**config.mk**
```make
export PLATFORM = sky130hd
export DESIGN_NAME = hpl_host_port
export DESIGN_NICKNAME = d
export VERILOG_FILES = /design/src/rtl/hpl_pkg.sv /design/src/rtl/hpl_page_xlat.sv /design/src/rtl/hpl_host_port.sv
export SDC_FILE = /design/constraint.sdc
export NUM_CORES = 1
export LEC_CHECK = 0
export ABC_AREA = 1
export BUFFER_PORTS_ARGS = -buffer_cell sky130_fd_sc_hd__buf_2
export CAP_MARGIN = 20
export CORE_AREA = 2 2 93 95
export CTS_CLUSTER_DIAMETER = 150
export DETAILED_ROUTE_END_ITERATION = 7
export DIE_AREA = 0 0 95 97
export SLEW_MARGIN = 15
export SYNTH_ARGS = -nofsm -noshare
export SYNTH_HDL_FRONTEND = slang
export SYNTH_SLANG_ARGS = --single-unit
```
**constraint.sdc**
```tcl
create_clock -name CORE_CLK -period 1.3 [get_ports CORE_CLK]
set_input_delay 0.065 -clock CORE_CLK [delete_from_list [all_inputs] [get_ports CORE_CLK]]
set_output_delay 0.065 -clock CORE_CLK [all_outputs]
set_load 0.03 [all_outputs]
```
**src/rtl/hpl_pkg.sv**
```systemverilog
// package: register map and carriers for the host port paging block
package hpl_pkg;
	// ==========================================================
	// register offsets (full internal byte addresses)
	localparam logic [14:0] HPL_OFS_LOCK_DELAY = 15'h0638;
	localparam logic [14:0] HPL_OFS_PORT_CTRL = 15'h067E;
	localparam logic [14:0] HPL_OFS_PAGE_SEL = 15'h067F;
	// in-page offsets of the two port registers, mirrored on every page
	localparam logic [6:0] HPL_LOW_PORT_CTRL = 7'h7E;
	localparam logic [6:0] HPL_LOW_PAGE_SEL = 7'h7F;
	// ==========================================================
	// reset values
	localparam logic [7:0] HPL_RST_LOCK_DELAY = 8'h00;
	localparam logic [7:0] HPL_RST_PORT_CTRL = 8'h00;
	localparam logic [7:0] HPL_RST_PAGE_SEL = 8'h00;
	// ==========================================================
	// field positions of the port control register
	localparam int HPL_BIT_LOCKOUT = 7;
	localparam int HPL_BIT_STATUS = 0;
	// ==========================================================
	// paging
	localparam int HPL_PAGE_W = 8;
	localparam int HPL_LOW_W = 7;
	localparam int HPL_ADDR_W = 15;
	localparam logic [7:0] HPL_PAGE_MAX = 8'h0D;
	localparam logic [7:0] HPL_PAGE_RSV_A = 8'h07;
	localparam logic [7:0] HPL_PAGE_RSV_B = 8'h09;
	// ==========================================================
	// carriers
	typedef struct packed {
		logic we;
		logic [6:0] addr;
		logic [7:0] wdata;
	} hpl_req_t;

	typedef struct packed {
		logic we;
		logic [14:0] addr;
		logic [7:0] wdata;
	} hpl_ext_t;
endpackage : hpl_pkg

```
**src/rtl/hpl_page_xlat.sv**
```systemverilog
// module: page plus in-page offset to internal address, page check
`timescale 1ns/1ns
`default_nettype none
module hpl_page_xlat
	import hpl_pkg::*;
#(
	parameter int PAGE_W = 8,
	parameter int LOW_W = 7
) (
	// page and offset in
	input wire logic [PAGE_W-1:0] page,
	input wire logic [LOW_W-1:0] low_addr,
	// translated address out
	output logic [PAGE_W+LOW_W-1:0] full_addr,
	output logic page_ok
);
	// ==========================================================
	// address forming
	assign full_addr = {page, low_addr}; // [RULE8]
	// valid pages 0..6, 8, 10..13
	assign page_ok = (page <= PAGE_W'(HPL_PAGE_MAX))
		&& (page != PAGE_W'(HPL_PAGE_RSV_A))
		&& (page != PAGE_W'(HPL_PAGE_RSV_B)); // [RULE5]
endmodule : hpl_page_xlat
`default_nettype wire

```
**src/rtl/hpl_host_port.sv**
```systemverilog
// module: host port paging, write lockout, access status, lock delay
//
// Overview of operation
// RULE1 - while lockout is set, writes to every other port register are ignored
// RULE2 - with lockout clear, host writes to all registers are accepted
// RULE3 - status bit 0 of port control is set when an access fails
// RULE4 - a successful access clears status so the register reads back zero; with lockout set the register reads back 0x80
// RULE5 - page select value N picks the N-th 128-byte page; 0-6, 8, 10-13
// RULE6 - host must not program page codes 7, 9 or above 13
// RULE7 - an 8-bit host-writable lock declaration delay is held for the DPLLs
// RULE8 - internal address is page times 128 plus seven low address bits
`timescale 1ns/1ns
`default_nettype none
module hpl_host_port
	import hpl_pkg::*;
(
	// clock and reset
	input wire logic CORE_CLK,
	input wire logic RESET,
	// host access request
	input wire logic HOST_REQ,
	input wire hpl_req_t HOST_REQ_DATA,
	output logic HOST_BUSY,
	// host access answer
	output logic HOST_ACK,
	output logic HOST_ERR,
	output logic [7:0] HOST_RDATA,
	// other device registers
	output logic EXT_RD_STB,
	output logic EXT_WR_STB,
	output hpl_ext_t EXT_REQ_DATA,
	input wire logic EXT_HIT,
	input wire logic [7:0] EXT_RDATA,
	// control outputs
	output logic [7:0] PAGE_SEL,
	output logic LOCKOUT,
	output logic [7:0] LOCK_DELAY
);
	// ==========================================================
	// state
	typedef enum logic [0:0] {
		HPL_IDLE = 1'b0,
		HPL_EXEC = 1'b1
	} hpl_state_t;

	hpl_state_t state_r, state_nxt;
	hpl_req_t req_r;
	logic lockout_r;
	logic status_r;
	logic [7:0] page_r;
	logic [7:0] delay_r;
	logic busy_r;
	logic ack_r;
	logic err_r;
	logic [7:0] rdata_r;
	logic ext_rd_r;
	logic ext_wr_r;
	hpl_ext_t ext_r;

	// ==========================================================
	// address decode
	wire logic [14:0] full_addr;
	wire logic page_ok;

	hpl_page_xlat #(
		.PAGE_W(HPL_PAGE_W),
		.LOW_W(HPL_LOW_W)
	) u_xlat (
		.page(page_r),
		.low_addr(req_r.addr),
		.full_addr(full_addr),
		.page_ok(page_ok)
	);

	wire logic take = HOST_REQ && (state_r == HPL_IDLE);
	wire logic exec = (state_r == HPL_EXEC);
	wire logic hit_ctrl = (req_r.addr == HPL_LOW_PORT_CTRL);
	wire logic hit_page = (req_r.addr == HPL_LOW_PAGE_SEL);
	wire logic hit_delay = page_ok && (full_addr == HPL_OFS_LOCK_DELAY);
	wire logic hit_own = hit_ctrl || hit_page || hit_delay;
	// outside access only on a valid page and not one of our registers
	wire logic hit_ext = page_ok && !hit_own && EXT_HIT;
	wire logic mapped = hit_own || hit_ext;
	// control register itself stays writable so lockout can be cleared
	wire logic wr_blocked = req_r.we && lockout_r && !hit_ctrl; // [RULE1]
	wire logic wr_ok = exec && req_r.we && mapped && !wr_blocked; // [RULE2]
	wire logic acc_fail = !mapped || wr_blocked;
	wire logic [7:0] ctrl_val = {lockout_r, 6'h00, status_r};
	wire logic [7:0] own_rdata = hit_ctrl ? ctrl_val
		: hit_page ? page_r
		: hit_delay ? delay_r
		: EXT_RDATA;

	// ==========================================================
	// next state
	always_comb begin
		state_nxt = state_r;
		unique case (state_r)
			HPL_IDLE: begin
				if (HOST_REQ) begin
					state_nxt = HPL_EXEC;
				end
			end
			HPL_EXEC: begin
				state_nxt = HPL_IDLE;
			end
		endcase
	end

	// ==========================================================
	// answer next values
	// writes and failed accesses answer zero
	wire logic answer_zero = req_r.we || acc_fail;
	wire logic [7:0] rdata_nxt = answer_zero ? 8'h00 : own_rdata;
	wire logic err_nxt = exec && acc_fail; // [RULE3]

	// ==========================================================
	// sequencing
	always_ff @(posedge CORE_CLK) begin
		if (RESET) begin
			state_r <= HPL_IDLE;
			req_r <= '0;
			busy_r <= 1'b0;
			ack_r <= 1'b0;
			err_r <= 1'b0;
			rdata_r <= 8'h00;
		end else begin
			state_r <= state_nxt;
			if (take) begin
				req_r <= HOST_REQ_DATA;
			end
			busy_r <= take;
			ack_r <= exec;
			err_r <= err_nxt; // [RULE3]
			if (exec) begin
				rdata_r <= rdata_nxt;
			end
		end
	end

	// ==========================================================
	// outside register strobes, two cycles after the request, with the answer
	wire logic ext_go = exec && hit_ext;
	wire logic ext_rd_nxt = ext_go && !req_r.we;
	wire logic ext_wr_nxt = ext_go && req_r.we && !wr_blocked; // [RULE1]
	hpl_ext_t ext_nxt;

	assign ext_nxt = '{we: req_r.we, addr: full_addr, wdata: req_r.wdata};

	always_ff @(posedge CORE_CLK) begin
		if (RESET) begin
			ext_rd_r <= 1'b0;
			ext_wr_r <= 1'b0;
			ext_r <= '0;
		end else begin
			ext_rd_r <= ext_rd_nxt;
			ext_wr_r <= ext_wr_nxt; // [RULE1]
			if (ext_go) begin
				ext_r <= ext_nxt;
			end
		end
	end

	// ==========================================================
	// own registers
	wire logic wr_ctrl = wr_ok && hit_ctrl;
	wire logic wr_page = wr_ok && hit_page;
	wire logic wr_delay = wr_ok && hit_delay;
	// only lockout is writable; status follows each access
	wire logic lockout_nxt = wr_ctrl ? req_r.wdata[HPL_BIT_LOCKOUT]
		: lockout_r; // [RULE2]
	// failure sets, success clears
	wire logic status_nxt = exec ? acc_fail : status_r; // [RULE3] [RULE4]
	wire logic [7:0] page_nxt = wr_page ? req_r.wdata : page_r; // [RULE5]
	wire logic [7:0] delay_nxt = wr_delay ? req_r.wdata : delay_r; // [RULE7]

	// ==========================================================
	// port control register
	always_ff @(posedge CORE_CLK) begin
		if (RESET) begin
			lockout_r <= HPL_RST_PORT_CTRL[HPL_BIT_LOCKOUT];
			status_r <= HPL_RST_PORT_CTRL[HPL_BIT_STATUS];
		end else begin
			lockout_r <= lockout_nxt; // [RULE2]
			status_r <= status_nxt; // [RULE3] [RULE4]
		end
	end

	// ==========================================================
	// page select register
	always_ff @(posedge CORE_CLK) begin
		if (RESET) begin
			page_r <= HPL_RST_PAGE_SEL;
		end else begin
			page_r <= page_nxt; // [RULE5]
		end
	end

	// ==========================================================
	// lock declaration delay register
	always_ff @(posedge CORE_CLK) begin
		if (RESET) begin
			delay_r <= HPL_RST_LOCK_DELAY;
		end else begin
			delay_r <= delay_nxt; // [RULE7]
		end
	end

	// ==========================================================
	// outputs
	assign HOST_BUSY = busy_r;
	assign HOST_ACK = ack_r;
	assign HOST_ERR = err_r;
	assign HOST_RDATA = rdata_r;
	assign EXT_RD_STB = ext_rd_r;
	assign EXT_WR_STB = ext_wr_r;
	assign EXT_REQ_DATA = ext_r;
	assign PAGE_SEL = page_r;
	assign LOCKOUT = lockout_r;
	assign LOCK_DELAY = delay_r;
endmodule : hpl_host_port
`default_nettype wire

```
After elaboration in Yosys (flattened, before gate mapping)

Index checks and enable logic that the tools add are counted.

Word-level logic and storage cells: 59
Flip-flop bits (word level): 72
Output and inout bits: 54
Input bits: 28

Magnitude comparators: 1
Mux-type cells: 6
Reductions and logical operators: 29
Bitwise operators: 1
Equality and inequality tests: 5

Operators with widths:

| cell                                                                              | number |
|---|---|
| 8-bit two-way mux                                                                 | 4 |
| 1-bit logical AND                                                                 | 19 |
| 15-bit by 11-bit equality test with 1-bit output (second input constant)          | 1 |
| 7-bit equality test (second input constant)                                       | 2 |
| 8-bit by 4-bit less-or-equal comparator with 1-bit output (second input constant) | 1 |
| 8-bit by 3-bit != test with 1-bit output (second input constant)                  | 1 |
| 8-bit by 4-bit != test with 1-bit output (second input constant)                  | 1 |
| 1-bit zero test                                                                   | 5 |
| 1-bit logical OR                                                                  | 5 |
| 1-bit case mux with 2 select lines                                                | 1 |
| 1-bit two-way mux                                                                 | 1 |
| 1-bit inverter                                                                    | 1 |

Depth between registers and ports, before layout

Gate-level depths: netlist of run 1.

Depth in word-level cells: 13
Mapped depth: 12
Depth with buffers taken out: 11

By module

Synthesis of run 1 repeated with hierarchy kept, for this count alone.

Cells, all modules: 447
Area, all modules: 3246.9 µm²

By module, submodules not included:

| module        | instances | sequential area each (µm²) | area each (µm²) | cells an instance |
|---|---|---|---|---|
| hpl_host_port | 1         | 1441.4                     | 3065.4          | 414 |
| hpl_page_xlat | 1         | 0.0                        | 181.4           | 33 |

Least setup slack after synthesis of run 1

OpenSTA, ideal clock, no wires.

Path type: register -> register
Start: reg req_r[11] (netlist bit)
End: reg page_r[0], in the netlist PAGE_SEL[0]
Setup slack: -0.117 ns
Period minus slack after synthesis: 1.417 ns
Data arrival time: 1.307 ns
Stages on the path, launching flop included: 12
Required time: 1.190 ns
Library setup time: 0.110 ns
Buffers on the path: 2
Cell sequence: dfxtp_1 nand2_2 nor2_4 nand2_4 nand2_4 nand2_4 nor2_8 buf_8 buf_6 nand4_1 nand2_1 nor2_2

Cells in the longest elaborated chain, start to end: 10
Elaborated cells between the ends (all ways): 16
Classes of those cells: eq/ne: 3; reduce/logical: 13

Ends and longest elaborated chain:

| what                                                                           | line                                     | source |
|---|---|---|
| start, declared                                                                | hpl_host_port.sv:47                      | `hpl_req_t req_r;` |
| start signal, assigned                                                         | hpl_host_port.sv:122                     | `req_r <= '0;` |
| start signal, assigned                                                         | hpl_host_port.sv:130                     | `req_r <= HOST_REQ_DATA;` |
| 15-bit by 11-bit equality test with 1-bit output, or another cell as far along | hpl_host_port.sv:79                      | `wire logic hit_delay = page_ok && (full_addr == HPL_OFS_LOCK_DELAY);` |
| 1-bit logical AND / 1-bit logical OR (equally long branches)                   | hpl_host_port.sv:79, hpl_host_port.sv:80 |  |
| 1-bit logical OR                                                               | hpl_host_port.sv:80                      | `wire logic hit_own = hit_ctrl \|\| hit_page \|\| hit_delay;` |
| 1-bit zero test                                                                | hpl_host_port.sv:82                      | `wire logic hit_ext = page_ok && !hit_own && EXT_HIT;` |
| 1-bit logical AND (2 in series)                                                | hpl_host_port.sv:82                      |  |
| 1-bit logical OR                                                               | hpl_host_port.sv:83                      | `wire logic mapped = hit_own \|\| hit_ext;` |
| 1-bit logical AND (2 in series)                                                | hpl_host_port.sv:86                      | `wire logic wr_ok = exec && req_r.we && mapped && !wr_blocked;` |
| 1-bit logical AND (*)                                                          | hpl_host_port.sv:167                     | `wire logic wr_page = wr_ok && hit_page;` |
| end signal, assigned                                                           | hpl_host_port.sv:195                     | `page_r <= page_nxt;` |
| end, declared                                                                  | hpl_host_port.sv:50                      | `logic [7:0] page_r;` |

Every way passes the cells marked *; elsewhere a longest branch is shown, timed or not.
A chain may end at the register's enable or synchronous reset.

Worst setup path in the final report of run 1

Start: reg req_r[8] (netlist bit)
End: reg delay_r[6], in the netlist LOCK_DELAY[6]

Cells in the longest elaborated chain, start to end: 10
Elaborated cells between the ends (all ways): 16
Classes of those cells: eq/ne: 3; reduce/logical: 13

Ends and longest elaborated chain:

| what                                                                           | line                                     | source |
|---|---|---|
| 15-bit by 11-bit equality test with 1-bit output, or another cell as far along | hpl_host_port.sv:79                      |  |
| 1-bit logical AND / 1-bit logical OR (equally long branches)                   | hpl_host_port.sv:79, hpl_host_port.sv:80 |  |
| 1-bit logical OR                                                               | hpl_host_port.sv:80                      |  |
| 1-bit zero test                                                                | hpl_host_port.sv:82                      |  |
| 1-bit logical AND (2 in series)                                                | hpl_host_port.sv:82                      |  |
| 1-bit logical OR                                                               | hpl_host_port.sv:83                      |  |
| 1-bit logical AND (2 in series)                                                | hpl_host_port.sv:86                      |  |
| 1-bit logical AND (*)                                                          | hpl_host_port.sv:168                     | `wire logic wr_delay = wr_ok && hit_delay;` |
| end signal, assigned                                                           | hpl_host_port.sv:205                     | `delay_r <= delay_nxt;` |
| end, declared                                                                  | hpl_host_port.sv:51                      | `logic [7:0] delay_r;` |

Marked as above.

==> run metrics, run 1 <==
FILL cells=between 700 and 800; final setup margin=-263.1 ps; Design Power=approximately 5.0 mW; Syn Area/Cell=slightly above 7 um2; largest net degree at the start of global routing=55; area share of the largest cell type after synthesis=between 40% and 50%; Routed Antenna Nets=0; Die Height=roughly 97 um; CP Launch Type=register; CTS tree=done; Final HPWL DP=6364 um; area grow syn2layout=52.43%; pwr dens=1012 mW/mm2; syn_nets=approximately 470; largest area contributor in the synthesized netlist=dfxtp_1; Ys Warns=0; clock latency on the worst-skew pair=between 300 and 400 ps; Num CTS Buffers=9; Worst-path clk slew=around 70 ps; Syn Inst Count=between 400 and 500; NumNets Final=626; gpl congestion=just over 0.8; initial DRC count=approximately 250; Slew Limit Headroom=80.94%; Max H-tree Level=3; area of the multi-input gates=roughly 0.0017 mm2; I/O pins=82; GRT Total Usage=a little over a fifth; Final min period=1563 ps; maximum clock rate=639.7 MHz; Routed Wire Length=approximately 10,000 um; Setup violations, final=53; crit-path max FO=5; post-synthesis cell type count=25; share of cells above drive strength 1=between 40 and 50%; status=finished with violations; first-pass GRT wire length=between 15,000 and 20,000 um; vias per cell=between 5 and 6; clock tree buffer depth=2; die width=between 90 and 100 um; core box area=around 0.008 mm2; crit path DAT=approximately 1800 ps; worst hold slack=about 3.2 ps; vias=approximately 3.5k; Hold Path Class=in2reg; register bit total from synthesis=72; initial antenna violation count=0; Max Slew Vio Count=0; mapped cell area=0.003222 mm2; worst reg2reg path startpoint=req_r[8]$_SDFFE_PP0P_; critical path type=reg2reg; sequential share of the synthesized area=between 40 and 50%; unrepaired setup endpoints after global routing=yes; # rows=33; antenna cells=0; startpoint of the worst hold path=HOST_REQ_DATA[1]; failing checks=negative setup slack; Worst Skew=11.49 ps; average wire per standard cell=between 10 and 15 um; die area=between 0.009 and 0.01 mm2; dpl ws=-248.5 ps; peak supply drop=0.6719 mV; DR DRC count=0; Initial Util=between 30% and 40%; placed cells=646; Worst setup EP type=register; synth top area cells=dfxtp_1 (45%), nand2_1 (9.3%), nor2_1 (9.0%); Slew @ Worst Pin=283.0 ps; number of port buffers=81; P_leak=2.518 nW; grt ovf=0; Clock Sinks=72; Hold Violations, Final=0; Register Area=0.001465 mm2; max_cap viols=0; Final Cycle Share=120.2%; total iterations of the first detailed-routing run=5; CP startpoint=req_r[8]$_SDFFE_PP0P_; clock root buffer=clkbuf_8; vias in the first global route=3,333; post-route insts no fill=slightly above 700; Worst EP required=roughly 1600 ps
-- where the power goes --
| group | switching [mW] | internal [mW] | leakage [nW] |
|---|---|---|---|
| clock | 0.852 | 1.06 | 0.101 |
| sequential | 0.0532 | 2.29 | 0.594 |
| combinational | 0.420 | 0.293 | 1.82 |
-- cell usage after synthesis (all sizes together) --
cell and instances:
a21oi 20, nand3 22, buf 18, nand4 23, dfxtp 72, nor2 89, nand2 88, clkinv 2
o21ai 41, inv 58, o22ai 1, clkbuf 9
-- state kept, by name, summed over array words and instances, names as in the netlist --
signal and flops:
EXT_REQ_DATA 24, ext_nxt 9, HOST_RDATA 8, LOCK_DELAY 8, PAGE_SEL 8, req_r 7, EXT_RD_STB 1, EXT_WR_STB 1
HOST_ACK 1, HOST_BUSY 1, HOST_ERR 1, LOCKOUT 1, exec 1, status_r 1
-- through the flow --
step	instance area (um2)	utilization [%]	setup TNS (ps)
after floorplan	3244	-	-3286
after global placement	3965	48.75	-8475
after detailed placement	3965	48.75	-9626
after CTS	4604	56.61	-7888
after global routing	4911	60.38	-13800
final	4911	60.38	-9336
-- worst max-delay path: stages, from the launching register on --
cell,delay [ps]
dfxtp_2,340
inv_2,70
nand2_2,60
nor2_4,140
nand2_4,80
nand2_4,100
nand2_8,80
buf_12,140
nor2_4,150
nand4_1,140
nand2_1,110
nor2_2,40
-- final cells by class --
type	count	area share (%)
clock buffers	9	2.522
flip-flops and latches	72	29.83
clock inverters	6	1.732
inverters	60	4.815
well taps	105	2.675
repair buffers	164	23.64
multi-input cells	291	34.78
-- path summary, 6_finish.rpt --
path                                                 endpoint  slack (ps)  cells after the start
worst min-delay path                  ext_nxt[1]$_SDFFE_PP0P_           3                      3
worst max-delay path               LOCK_DELAY[6]$_SDFFE_PP0P_        -260                     11
worst max register to register     LOCK_DELAY[6]$_SDFFE_PP0P_        -260                     11
worst min register to register  EXT_REQ_DATA[19]$_SDFFE_PP0N_         430                      2
-- layout by cell type (no fill, tap or decap), types with 8 or more instances in the layout --
master / n
nand3_1: 9
buf_2: 81
buf_4: 63
inv_1: 45
clkbuf_8: 9
dfxtp_2: 13
nand2_4: 8
a21oi_1: 19
nand4_1: 23
nand2_1: 60
o21ai_0: 33
nor2_2: 11
inv_2: 9
nor2_1: 65
nor2_4: 15
nand3_2: 9
nand2_2: 19
buf_6: 10
dfxtp_1: 57
-- logic make-up after synthesis --
logic type	share of synthesized area, %
AOI/OAI and AO/OA	9.787
buffers and inverters	12.58
DFF	44.74
and+or+nand+nor	32.89
-- what timing repair did --
item	4_1_cts	5_1_grt
setup buffers	17	17
pin swaps	23	43
gates resized for setup	56	45
hold endpoints to repair	3	0
gates cloned	8	1
endpoints found under the setup margin	54	62
hold buffers	3	0
-- per-layer routing --
metal	share of wire (%)	vias to the layer above	GRT usage (%)
li1	-	1709	-
met1	41	1610	26.39
met2	47	167	35.41
met3	6.9	51	4.673
met4	4.6	0	9.588
met5	0	-	0
Note: power is estimated with default switching activity, not from simulation.
==> run 2, diff against run 1 <==
--- a/config.mk
+++ b/config.mk
@@ -9,9 +9,10 @@
 export BUFFER_PORTS_ARGS = -buffer_cell sky130_fd_sc_hd__buf_2
 export CAP_MARGIN = 20
 export CORE_AREA = 2 2 93 95
-export CTS_CLUSTER_DIAMETER = 150
+export CTS_CLUSTER_DIAMETER = 200
 export DETAILED_ROUTE_END_ITERATION = 7
 export DIE_AREA = 0 0 95 97
+export SKIP_CTS_REPAIR_TIMING = 1
 export SLEW_MARGIN = 15
 export SYNTH_ARGS = -nofsm -noshare
 export SYNTH_HDL_FRONTEND = slang
==> constraint.sdc (replaced) <==
create_clock -name CORE_CLK -period 1.3 [get_ports CORE_CLK]
set_input_delay 0 -clock CORE_CLK [delete_from_list [all_inputs] [get_ports CORE_CLK]]
set_output_delay 0 -clock CORE_CLK [all_outputs]
set_load 0.03 [all_outputs]
==> run metrics, run 2 (synthesis gave the netlist of run 1 again) <==
status=finished with violations; failing checks=negative hold slack, negative setup slack; most common cell after layout, fill and taps aside=buf_2; total iterations of the first detailed-routing run=4; Routed Wire Length=about 9600 um; clock root buffer=clkbuf_8; NumNets Final=619; critical path type=reg2reg; Routed Antenna Nets=0; DR DRC count=0; Clock Sinks=roughly 70; antenna cells=0; Psw=between 1 and 1.5 mW; Worst R2R Setup Slack=-250 ps; FILL cells=roughly 740; initial DRC count=~270; cell-by-cell trace of the critical path=inv_2, nand2_2, nor2_4, o21ai_4, nand3_2, nor2_4, buf_6, o21ai_1, nor2_1; CP Launch Type=register; initial antenna violation count=0; Sw Share=26.26%; GRT Total Usage=between 10% and 20%; Design Power=between 4 and 5 mW; Max Slew Vio Count=0; worst path bufs/invs=2; Worst setup EP type=register; Max H-tree Level=3; vias in the first global route=3,024; clock latency on the worst-skew pair=350 ps; Final Cycle Share=118.9%; peak supply drop=around 0.69 mV; Worst EP required=~1600 ps; unrepaired setup endpoints after global routing=yes; dpl ws=-248.5 ps; largest net degree at the start of global routing=between 50 and 60; number of port buffers=a little over 80; first-pass GRT wire length=around 14,000 um; cell family contributing the most delay on the critical path=simple AND/OR/NAND/NOR gates; DP Area=0.003965 mm2; average wire per standard cell=between 10 and 15 um; combinational power share=between 10% and 20%; critical path's largest stage delay=between 300 and 400 ps; clock tree buffer depth=2; die width=95 um; crit-path max FO=5; maximum clock rate=647.1 MHz; core box area=just over 0.008 mm2; Slew @ Worst Pin=263.4 ps; Worst-path clk slew=about 70 ps; pwr dens=between 1000 and 1500 mW/mm2; Non-Filler Cell Area, Final=approximately 0.0048 mm2; share of cells above drive strength 1=41.85%; Worst Skew=approximately 9.0 ps; most frequent cells in the layout=buf_2 (81), nand2_1 (64), dfxtp_1 (61), nor2_1 (61), buf_4 (53); Slew Limit Headroom=between 80% and 90%; Hold Path Class=in2reg; Final HPWL DP=6364 um; I/O pins=82; worst hold slack=-27.28 ps; Clock power frac=a little under two fifths; gpl congestion=approximately 0.8; vias=around 3.4k; area grow syn2layout=47.57%; Die Height=between 90 and 100 um; P_leak=~2.4 nW; Setup violations, final=between 50 and 60; number of flip-flops in the largest register=24; CTS tree=done; max_cap viols=0; # rows=33; Num CTS Buffers=9; vias per cell=4.826; Crit-path slowest cell=dfxtp_2; Final min period=roughly 1500 ps; cell internal pwr=3.645 mW; final setup margin=-245.5 ps; Flop pwr share=47.4%; most frequent cell on the critical path=nor2_4; die area=around 0.0092 mm2; crit path DAT=around 1800 ps; grt ovf=0; Initial Util=between 30% and 40%; Hold Violations, Final=2
## run 2: final timing paths
| path | endpoint | start | cells after the start |
|---|---|---|---|
| setup reg to reg | EXT_REQ_DATA[2]$_SDFFE_PP0N_ | req_r[8]$_SDFFE_PP0P_ | 9 |
| hold / removal | ext_nxt[7]$_SDFFE_PP0P_ | HOST_REQ_DATA[7] | 3 |
| setup / recovery | EXT_REQ_DATA[2]$_SDFFE_PP0N_ | req_r[8]$_SDFFE_PP0P_ | 9 |
| hold reg to reg | EXT_REQ_DATA[19]$_SDFFE_PP0N_ | EXT_REQ_DATA[19]$_SDFFE_PP0N_ | 2 |
## run 2: cell type report
type	instances	area, um2	area share [%]
multi-input combinational	287	1587	33.37
sequential	72	1455	30.61
timing repair buffer	161	1142	24.03
inverter	60	230.2	4.842
tap	105	131.4	2.763
clock buffer	9	123.9	2.605
clock inverter	6	85.08	1.789
## run 2: metrics by stage
| step | TNS, ps | util, % | cells |
|---|---|---|---|
| 6_report | -9872 | 58.45 | 700 |
| 5_1_grt | -14580 | 58.45 | 700 |
| 4_1_cts | -11810 | 51.32 | 661 |
| 3_5_place_dp | -9626 | 48.75 | 646 |
| 3_3_place_gp | -8475 | 48.75 | 646 |
| 2_1_floorplan | -3286 | - | 443 |
## run 2: layer usage
| layer | global-route usage (%) | share of wire [%] | wire, um |
|---|---|---|---|
| met5 | 0 | 0 | 0 |
| met4 | 7.246 | 2.3 | 223 |
| met3 | 3.816 | 5.7 | 553 |
| met2 | 30.28 | 48 | 4668 |
| met1 | 24.78 | 43 | 4191 |
## run 2: worst min-delay path, stage by stage
cell and delay (ps):
buf_2 80, o21ai_0 90, a21oi_1 110
## run 2: power groups by stage
stage | clock (mW) | sequential (mW) | combinational, mW
3_5_place_dp | 0 | 2.39 | 0.554
4_1_cts | 1.94 | 2.34 | 0.557
6_report | 1.90 | 2.34 | 0.701
2_1_floorplan | 0 | 2.46 | 0.256
3_3_place_gp | 0 | 2.38 | 0.550
5_1_grt | 2.01 | 2.35 | 0.753
==> run 3, diff against run 2 <==
--- a/config.mk
+++ b/config.mk
@@ -12,6 +12,7 @@
 export CTS_CLUSTER_DIAMETER = 200
 export DETAILED_ROUTE_END_ITERATION = 7
 export DIE_AREA = 0 0 95 97
+export PLACE_DENSITY_LB_ADDON = 0.05
 export SKIP_CTS_REPAIR_TIMING = 1
 export SLEW_MARGIN = 15
 export SYNTH_ARGS = -nofsm -noshare
==> run metrics, run 3 (synthesis gave the netlist of run 1 again) <==
Design Power=5.029 mW; P_leak=2.409 nW; Die Height=between 90 and 100 um; critical path type=reg2reg; number of flip-flops in the largest register=24; Routed Antenna Nets=0; Crit-path slowest cell=dfxtp_2; area grow syn2layout=46.45%; GRT Total Usage=between 10% and 20%; worst path bufs/invs=1; Worst-path clk slew=approximately 80 ps; total iterations of the first detailed-routing run=5; maximum clock rate=641.7 MHz; crit-path max FO=10; Setup violations, final=53; Max Slew Vio Count=0; combinational power share=13.2%; Clock Sinks=72; Hold Violations, Final=4; Sw Share=between 20 and 30%; Routed Wire Length=9335 um; startpoint of the worst hold path=HOST_REQ_DATA[7]; Final HPWL DP=around 6300 um; average wire per standard cell=13.39 um; core box area=between 0.008 and 0.009 mm2; final setup margin=-258.4 ps; CP Depth=10; antenna cells=0; FILL cells=a little over 800; Max H-tree Level=3; R2R depth=10; # rows=33; vias per cell=~4.6; pwr dens=roughly 1100 mW/mm2; failing checks=negative hold slack, negative setup slack; critical path's largest stage delay=about 330 ps; Worst setup EP type=register; cell-by-cell trace of the critical path=inv_2, nand2_2, nor2_4, nand2_4, nand2_4, nand2_8, nor2_4, nand4_1, nand2_1, nor2_2; CTS tree=done; Psw=between 1 and 1.5 mW; Endpoint, Worst Hold=ext_nxt[7]$_SDFFE_PP0P_; crit path DAT=about 1800 ps; worst reg2reg path startpoint=req_r[8]$_SDFFE_PP0P_; share of cells above drive strength 1=slightly above 40%; clock latency on the worst-skew pair=340 ps; Final Cycle Share=119.9%; Initial Util=between 30% and 40%; initial antenna violation count=0; Worst R2R End=PAGE_SEL[2]$_SDFFE_PP0P_; first-pass GRT wire length=about 14,000 um; vias=around 3.2k; post-route insts no fill=697; initial DRC count=128; Worst R2R Setup Slack=-260 ps; Slew Limit Headroom=between 80% and 90%; vias in the first global route=2,896; grt ovf=0; gpl congestion=about 0.84; DR DRC count=0; most common cell after layout, fill and taps aside=buf_2; peak supply drop=0.6905 mV; Worst EP required=roughly 1500 ps; most frequent cells in the layout=buf_2 (82), nand2_1 (66), nor2_1 (63); status=finished with violations; max_cap viols=0; CP Launch Type=register; Num CTS Buffers=9; Clock power frac=between 40% and 50%; die area=between 0.009 and 0.01 mm2; Flop pwr share=between 40 and 50%; Final min period=around 1600 ps; clock root buffer=clkbuf_8; number of cells on the worst hold path=3; number of port buffers=81; worst hold slack=-41.31 ps; clock tree buffer depth=2; cell internal pwr=~3.8 mW; largest net degree at the start of global routing=55; die width=95 um; cell family contributing the most delay on the critical path=simple AND/OR/NAND/NOR gates; NumNets Final=roughly 600; final core utilization=between 50% and 60%; Hold Path Class=in2reg; placed cells=about 650; I/O pins=82; Worst Skew=approximately 9.6 ps; unrepaired setup endpoints after global routing=yes; dpl ws=-231.2 ps; Slew @ Worst Pin=271.7 ps
[run 3: cell types whose count changed in the layout (fill, tap and decap cells not counted), sizes merged]
cell	previous run	this run
clkinv	5	4
dlygate4sd3	15	13
nand3	23	24
buf	144	142
clkinvlp	3	2
clkbuf	11	13
[run 3: worst reg2reg max path, stage by stage, from the launching register on]
cell and delay (ps):
dfxtp_2 330, inv_2 90, nand2_2 70, nor2_4 140, nand2_4 80, nand2_4 110
nand2_8 90, nor2_4 260, nand4_1 130, nand2_1 110, nor2_2 50
[run 3: power by group through the flow]
stage | logic (mW) | clock network (mW) | registers, mW
CTS | 0.555 | 2.08 | 2.34
global route | 0.720 | 2.17 | 2.35
detailed placement | 0.552 | 0 | 2.39
finish | 0.662 | 2.03 | 2.34
floorplan | 0.256 | 0 | 2.46
global placement | 0.551 | 0 | 2.39
[run 3: through the flow]
step	cell area (um2)	setup TNS, ps
5_1_grt	4718	-13990
4_1_cts	4194	-11000
2_1_floorplan	3244	-3286
3_3_place_gp	3963	-9360
3_5_place_dp	3963	-9760
6_report	4718	-9300
[run 3: layout make-up]
type                            instances  area [um2]  area share, %
Timing Repair Buffer                  156        1075          22.78
Clock buffer                           12       155.1          3.288
Clock inverter                          4       76.32          1.618
Multi-Input combinational cell        288        1588          33.65
Inverter                               60       235.2          4.985
Tap cell                              105       131.4          2.784
Sequential cell                        72        1458          30.89
[run 3: worst max-delay path by stage]
| stage | startpoint | end | slack, ps |
|---|---|---|---|
| after floorplan | PAGE_SEL[2]$_SDFFE_PP0P_ | PAGE_SEL[4]$_SDFFE_PP0P_ | -100 |
| after global placement | req_r[10]$_SDFFE_PP0P_ | PAGE_SEL[3]$_SDFFE_PP0P_ | -220 |
| after detailed placement | PAGE_SEL[3]$_SDFFE_PP0P_ | HOST_RDATA[2]$_SDFFE_PP0P_ | -230 |
| after CTS | req_r[8]$_SDFFE_PP0P_ | PAGE_SEL[6]$_SDFFE_PP0P_ | -260 |
| after global routing | req_r[8]$_SDFFE_PP0P_ | LOCK_DELAY[6]$_SDFFE_PP0P_ | -310 |
| final | req_r[8]$_SDFFE_PP0P_ | PAGE_SEL[2]$_SDFFE_PP0P_ | -260 |
[run 3: layer usage]
metal / GRT usage (%) / wire (um) / up-vias
met1: 25.78 / 4388 / 1443
met2: 29.08 / 4350 / 98
met5: 0 / 0 / -
met3: 3.660 / 460 / 13
li1: - / - / 1685
met4: 6.800 / 136 / 0
